### src/rtl/wakeup_dispatch_map.svh
// Constants for the wake-up and interrupt dispatch block
`ifndef WAKEUP_DISPATCH_MAP_SVH
`define WAKEUP_DISPATCH_MAP_SVH
// ****************************************************************
// Source indices
// ****************************************************************
`define SRC_PIN_CHANGE   3'h0
`define SRC_COMPARATOR   3'h1
`define SRC_CONV_DONE    3'h2
`define SRC_SLAVE_RX     3'h3
`define SRC_LOW_VOLT_DET 3'h4
`define NUM_SOURCES      5
// ****************************************************************
// Power mode encodings on i_power_mode
// ****************************************************************
`define MODE_SLEEP       2'h0
`define MODE_IDLE        2'h1
`define MODE_GREEN       2'h2
`define MODE_NORMAL      2'h3
// ****************************************************************
// Outcome encodings on o_action
// ****************************************************************
`define ACT_NONE         3'h0
`define ACT_WAKE_NEXT    3'h1
`define ACT_WAKE_VECTOR  3'h2
`define ACT_NEXT         3'h3
`define ACT_IRQ_VECTOR   3'h4
`define ACT_WAKE_RESET   3'h5
`define ACT_RESET        3'h6
`define ACT_RESET_VAL    3'h0
`endif

### src/rtl/wakeup_dispatch_pkg.sv
// Types for the wake-up and interrupt dispatch block
package wakeup_dispatch_pkg;
   // Per-source enable pair
   typedef struct packed {
      logic wake_en;
      logic irq_en;
   } src_enable_t;
   // Decided outcome with the source that caused it
   typedef struct packed {
      logic [2:0] action;
      logic [2:0] source;
   } outcome_t;
endpackage

### src/rtl/wakeup_interrupt_dispatch.sv
// Wake-up and interrupt outcome decision per event source and power mode
`timescale 1ns/100ps
`include "wakeup_dispatch_map.svh"
module wakeup_interrupt_dispatch
   import wakeup_dispatch_pkg::*;
(
   // Clock and reset
   input  wire logic                           i_ref_clk,
   input  wire logic                           i_rstn,
   // Core state
   input  wire logic [1:0]                     i_power_mode,
   input  wire logic                           i_global_irq_enabled_state,
   // Event pulses, one bit per source index
   input  wire logic [`NUM_SOURCES-1:0]        i_event,
   input  wire logic                           i_low_volt_reset,
   input  wire logic                           i_watchdog_timeout,
   // Per-source enables
   input  wire logic                           i_pin_change_wake_en,
   input  wire logic                           i_pin_change_irq_en,
   input  wire logic                           i_comparator_wake_en,
   input  wire logic                           i_comparator_irq_en,
   input  wire logic                           i_conv_done_wake_en,
   input  wire logic                           i_conv_done_irq_en,
   input  wire logic                           i_slave_rx_wake_en,
   input  wire logic                           i_slave_rx_irq_en,
   input  wire logic                           i_low_volt_detect_wake_en,
   input  wire logic                           i_low_volt_detect_irq_en,
   // Decision outputs, registered
   output logic                                o_valid,
   output logic [2:0]                          o_action,
   output logic [2:0]                          o_source,
   output logic                                o_wake,
   output logic                                o_vector,
   output logic                                o_reset
);

   // ****************************************************************
   // Decision function
   // ****************************************************************
   // Sleep and idle both stop the core clock, so both count as asleep;
   // shared by the table lookup and the reset-class path
   function automatic logic is_asleep(input logic [1:0] mode);
      is_asleep = (mode == `MODE_SLEEP) || (mode == `MODE_IDLE);
   endfunction

   // Table lookup for one maskable source; wake_sleep_only marks the
   // sources whose both-enabled case wakes only from sleep, so that idle
   // then behaves like an awake mode
   function automatic logic [2:0] decide(input src_enable_t en,
                                         input logic [1:0]  mode,
                                         input logic        irq_on,
                                         input logic        wake_sleep_only);
      logic asleep;                        // Core clock stopped
      logic sleep_wake;                    // Both-enabled case wakes here
      asleep     = is_asleep(mode);
      sleep_wake = wake_sleep_only ? (mode == `MODE_SLEEP) : asleep;
      decide     = `ACT_NONE;
      // Column select by the two enables of this source
      case ({en.wake_en, en.irq_en})
         // Both off: nothing happens in any mode
         2'b00: begin
            decide = `ACT_NONE;
         end
         // Interrupt only: awake modes continue or vector
         2'b01: begin
            // Asleep: the interrupt enable alone cannot wake the core
            if (!asleep) begin
               decide = irq_on ? `ACT_IRQ_VECTOR : `ACT_NEXT;
            end
         end
         // Wake only: wake and resume, no interrupt when awake
         2'b10: begin
            // Awake: the wake enable alone raises nothing
            if (asleep) begin
               decide = `ACT_WAKE_NEXT;
            end
         end
         // Both on: wake then continue or vector
         2'b11: begin
            if (sleep_wake) begin
               decide = irq_on ? `ACT_WAKE_VECTOR : `ACT_WAKE_NEXT;
            end else begin
               // Awake, or idle for the sleep-only sources
               decide = irq_on ? `ACT_IRQ_VECTOR : `ACT_NEXT;
            end
         end
         // Unreachable for two defined bits
         default: begin
            decide = `ACT_NONE;
         end
      endcase
   endfunction

   // ****************************************************************
   // Per-source decode
   // ****************************************************************
   src_enable_t           en_w [`NUM_SOURCES];   // Enable pairs by source
   logic [2:0]            act_w [`NUM_SOURCES];  // Outcome per source
   logic                  asleep_w;              // Sleep or idle
   logic                  fatal_w;               // Reset-class event
   outcome_t              pick_w;                // Winning outcome
   outcome_t              out_d;                 // Next registered outcome
   outcome_t              out_q;                 // Registered outcome
   logic                  valid_w;               // Next outcome is not none
   logic                  wake_w;                // Next outcome wakes the core
   logic                  vector_w;              // Next outcome vectors
   logic                  reset_w;               // Next outcome resets the core

   // Gather the enable pairs into one array indexed by source
   assign en_w[`SRC_PIN_CHANGE]   = '{i_pin_change_wake_en, i_pin_change_irq_en};
   // Comparator and slave receive share the pin change table
   assign en_w[`SRC_COMPARATOR]   = '{i_comparator_wake_en, i_comparator_irq_en};
   assign en_w[`SRC_CONV_DONE]    = '{i_conv_done_wake_en, i_conv_done_irq_en};
   assign en_w[`SRC_SLAVE_RX]     = '{i_slave_rx_wake_en, i_slave_rx_irq_en};
   assign en_w[`SRC_LOW_VOLT_DET] = '{i_low_volt_detect_wake_en,
                                      i_low_volt_detect_irq_en};

   // Mode decode for the reset-class path
   assign asleep_w = is_asleep(i_power_mode);
   // Low-voltage reset and watchdog timeout share one path
   assign fatal_w  = i_low_volt_reset || i_watchdog_timeout;

   // Outcome for every source with an event this cycle
   // Sources with no event this cycle report none, so the priority
   // loop below only sees real candidates
   genvar g;
   generate
      for (g = 0; g < `NUM_SOURCES; g++) begin : g_src
         assign act_w[g] = i_event[g]
                         ? decide(en_w[g], i_power_mode, i_global_irq_enabled_state,
                                  (g == `SRC_CONV_DONE) || (g == `SRC_LOW_VOLT_DET))
                         : `ACT_NONE;
      end
   endgenerate

   // ****************************************************************
   // Priority selection
   // ****************************************************************
   // Reset events win over all; else lowest source index with an outcome
   always_comb begin
      pick_w = '{`ACT_NONE, 3'h0};
      // Walk from the highest index down so the lowest index is written last
      for (int i = `NUM_SOURCES - 1; i >= 0; i--) begin
         if (act_w[i] != `ACT_NONE) begin
            pick_w = '{act_w[i], 3'(i)};
         end
      end
      // Reset-class events ignore every enable
      if (fatal_w) begin
         pick_w = '{asleep_w ? `ACT_WAKE_RESET : `ACT_RESET, 3'(`NUM_SOURCES)};
      end
   end

   // Exactly one outcome is carried forward
   assign out_d = pick_w;

   // ****************************************************************
   // Outcome flag decode
   // ****************************************************************
   // The flags are decoded from the next outcome, not from out_q, so
   // that they change on the same edge as o_action and never lag it
   assign valid_w  = (out_d.action != `ACT_NONE);
   // Any wake-class outcome restarts the core clock
   assign wake_w   = (out_d.action == `ACT_WAKE_NEXT) ||
                     (out_d.action == `ACT_WAKE_VECTOR) ||
                     (out_d.action == `ACT_WAKE_RESET);
   // Both vectoring outcomes send the sequencer to the vector
   assign vector_w = (out_d.action == `ACT_WAKE_VECTOR) ||
                     (out_d.action == `ACT_IRQ_VECTOR);
   // Reset-class outcomes, with or without a wake first
   assign reset_w  = (out_d.action == `ACT_WAKE_RESET) ||
                     (out_d.action == `ACT_RESET);

   // ****************************************************************
   // Output registers
   // ****************************************************************
   // Outcome register
   always_ff @(posedge i_ref_clk) begin
      if (!i_rstn) begin
         // Reset leaves no outcome pending
         out_q <= '{`ACT_RESET_VAL, 3'h0};
      end else begin
         // Capture this cycle's decision
         out_q <= out_d;
      end
   end

   // Flag registers, loaded from the decoded next outcome
   always_ff @(posedge i_ref_clk) begin
      if (!i_rstn) begin
         // All flags low while in reset
         o_valid  <= 1'b0;
         o_wake   <= 1'b0;
         o_vector <= 1'b0;
         o_reset  <= 1'b0;
      end else begin
         o_valid  <= valid_w;
         o_wake   <= wake_w;
         o_vector <= vector_w;
         o_reset  <= reset_w;
      end
   end

   // Action and source come straight from the outcome register
   assign o_action = out_q.action;
   assign o_source = out_q.source;

endmodule

### config.mk
export PLATFORM = sky130hd
export DESIGN_NAME = wakeup_interrupt_dispatch
export DESIGN_NICKNAME = d
export VERILOG_FILES = /design/src/rtl/wakeup_dispatch_pkg.sv /design/src/rtl/wakeup_interrupt_dispatch.sv
export VERILOG_INCLUDE_DIRS = /design/src /design/src/rtl
export SDC_FILE = /design/constraint.sdc
export NUM_CORES = 1
export LEC_CHECK = 0
export BUFFER_PORTS_ARGS = -buffer_cell sky130_fd_sc_hd__buf_2
export CORE_MARGIN = 2
export CORE_UTILIZATION = 55
export CTS_BUF_LIST = sky130_fd_sc_hd__clkbuf_4 sky130_fd_sc_hd__clkbuf_8
export DETAILED_ROUTE_END_ITERATION = 8
export GPL_ROUTABILITY_DRIVEN = 0
export GPL_TIMING_DRIVEN = 0
export PLACE_DENSITY = 0.91
export SYNTH_ARGS = -nofsm -noshare
export SYNTH_HDL_FRONTEND = slang
export SYNTH_SLANG_ARGS = --single-unit
### constraint.sdc
create_clock -name i_ref_clk -period 7.1 [get_ports i_ref_clk]
set_clock_uncertainty 0.05 [all_clocks]
set_input_delay 0.71 -clock i_ref_clk [delete_from_list [all_inputs] [get_ports i_ref_clk]]
set_output_delay 0.71 -clock i_ref_clk [all_outputs]
set_load 0.01 [all_outputs]
==> impl_metrics.tcl <==
set metrics [dict create \
    outcome "complete, no violations" \
    multiInputGateArea_um2 679.4 \
    grtUsageMet1_pct 27.90 \
    grt_max_degree 11 \
    grt_pass1_wl_um 3988 \
    synth_flop_cell "dfxtp_1" \
    cellPowerDensity_nw_per_um2 151.5 \
    synth-edff-count 0 \
    irDropWorstVdd_v 0.00006236 \
    grt_util_met2_pct 51.01 \
    avgSynthCellArea_um2 7.445 \
    ys_ff_latch 10 \
    final_cell_mix "buf_2, nand2_1, nor2_1, dfxtp_1, a21oi_1" \
    cts_setup_buffers 0 \
    ys_seq_area_share_pct 22.22 \
    area_delta_synth_final_pct 22.92 \
    wl_um 2345 \
    port_buffers 30 \
    slew_viol_final 0 \
    ctsHoldBuffers 0 \
    layout-drive-gt1-share_pct 30.32 \
    nets 181 \
    fill_cells 126 \
    endpoint_kind "flip-flop" \
    ys_warn_count 0 \
    clockBufferDepth 2 \
    syn_nets 146 \
    hold_viol 0 \
    drtIter0Drc 39 \
    maxCapViolations 0 \
    first_pass_iters 4 \
    seq_area_um2 200.2 \
    dieWidth_um 44.47 \
    route.detailed.drc 0 \
    worst_pin_slew_ns 0.4714 \
    fin_area_um2 1107 \
    min_path_type "input pin to flip-flop" \
    ant_nets 0 \
    busiest_layer "met2" \
    clkSinkCount 10 \
    dp_hpwl_um 1882 \
    placed_cell_area_um2 1071 \
    clk_pin_slew_worst_paths_ns 0.07 \
    antenna_found_initial 0 \
    gr-total-overflow 0 \
    cts_resized 0 \
    p_leak_uw 0.0005200 \
    initial_utilization_pct 59.11 \
    antenna-diode-count 0 \
    track_usage_pct 26.03 \
    start_kind "input pin" \
    syn_area_um2 900.9 \
    slew_headroom_pct 68.31 \
    wire_per_inst_um 13.71 \
    rows 14 \
    final.setup.tns_ns 0 \
    first_global_vias 988 \
    clockRootBuffer "clkbuf_4" \
    max_freq_mhz 337.3 \
    cts_made_buffers 3 \
    setup_viol 0 \
    crit_arrival_ns 3.11 \
    period_share_pct 41.75 \
    via_per_inst 6.146 \
    period_minus_slack_ns 2.964 \
    grt_use_met3_pct 2.041 \
    vias 1051 \
    syn-instance-count 121 \
    final_common_cell "buf_2" \
    synth_cell_types 41 \
    crit_path_max_fanout 9 \
    required_ns 7.25 \
    cts_tree "done" \
    rsz0062_at_grt "no" \
    core_area_um2 1524 \
    critPathKind "input pin to flip-flop" \
    die-area_um2 1978 \
    io_pins 32 \
    cts_htree_levels 1 \
    synth-async-reset-ratio_pct 0 \
    die_y_um 44.47 \
]
==> cells in the mapped netlist, types with 4 or more instances <==
library cell,n,share of area (%)
nand3_1,5,2.8
nor2b_1,4,2.8
dfxtp_1,10,22
nor3_1,5,2.8
nand2_1,14,5.8
nor2_1,10,4.2
a21oi_1,7,3.9
nand2b_1,6,4.2
==> worst max-delay path: stages <==
cell	delay, ns
buf_2	0.17
clkbuf_1	0.13
ha_1	0.25
and2b_1	0.21
o311ai_1	0.38
nor3b_2	0.35
a211o_1	0.18
a31oi_1	0.17
or3_1	0.42
a21boi_1	0.13
==> metal layers <==
metal,routed length (um),up-vias
li1,-,513
met1,885,476
met2,1258,54
met3,152,8
met4,48,0
met5,0,-
==> stage by stage <==
step                      setup WS [ns]  std cells  hold WS [ns]  power [uW]  utilization (%)
after global routing              3.933        171        0.7175       176.2            72.66
after floorplan                   4.208        121        0.7777       97.55                -
after global placement            4.039        167        0.9563       114.0            70.28
after detailed placement          3.940        167        0.9577       116.9            70.28
after CTS                         4.182        171        0.6840       166.8            72.66
final                             4.136        171        0.6850       167.8            72.66
==> power breakdown <==
group          switching [uW]  internal [uW]  leakage (uW)
Clock                    19.7           31.1     0.0000210
Combinational            31.9           24.0      0.000416
Sequential              0.873           60.2     0.0000832
==> path summary, 6_finish.rpt <==
| kind | from | end | slack (ns) | cells after the start |
|---|---|---|---|---|
| max | i_power_mode[1] | o_vector | 4.14 | 10 |
| min | i_rstn | o_source[0] | 0.69 | 2 |
==> state kept, by name, indices dropped and copies added, names as in the netlist <==
signal / count
o_reset: 1
o_source: 3
o_action: 3
o_vector: 1
o_valid: 1
o_wake: 1
==> cell type report <==
type / count / area share (%)
tap: 16 / 1.808
inverter: 2 / 0.6780
multi-input combinational: 106 / 61.36
clock buffer: 4 / 3.277
timing repair buffer: 30 / 13.56
sequential: 10 / 18.08
buffer: 3 / 1.243
==> cells by family (layout without fill, tap and decap cells) <==
group / after synthesis / in the layout / synth area share, %
buf+inv: 5 / 39 / 2.361
mux: 3 / 3 / 3.333
simple gates: 63 / 63 / 38.61
compound gates: 37 / 37 / 29.31
fa+ha+maj: 3 / 3 / 4.167
flops: 10 / 10 / 22.22
No activity file was read; power rests on OpenSTA's default activity.
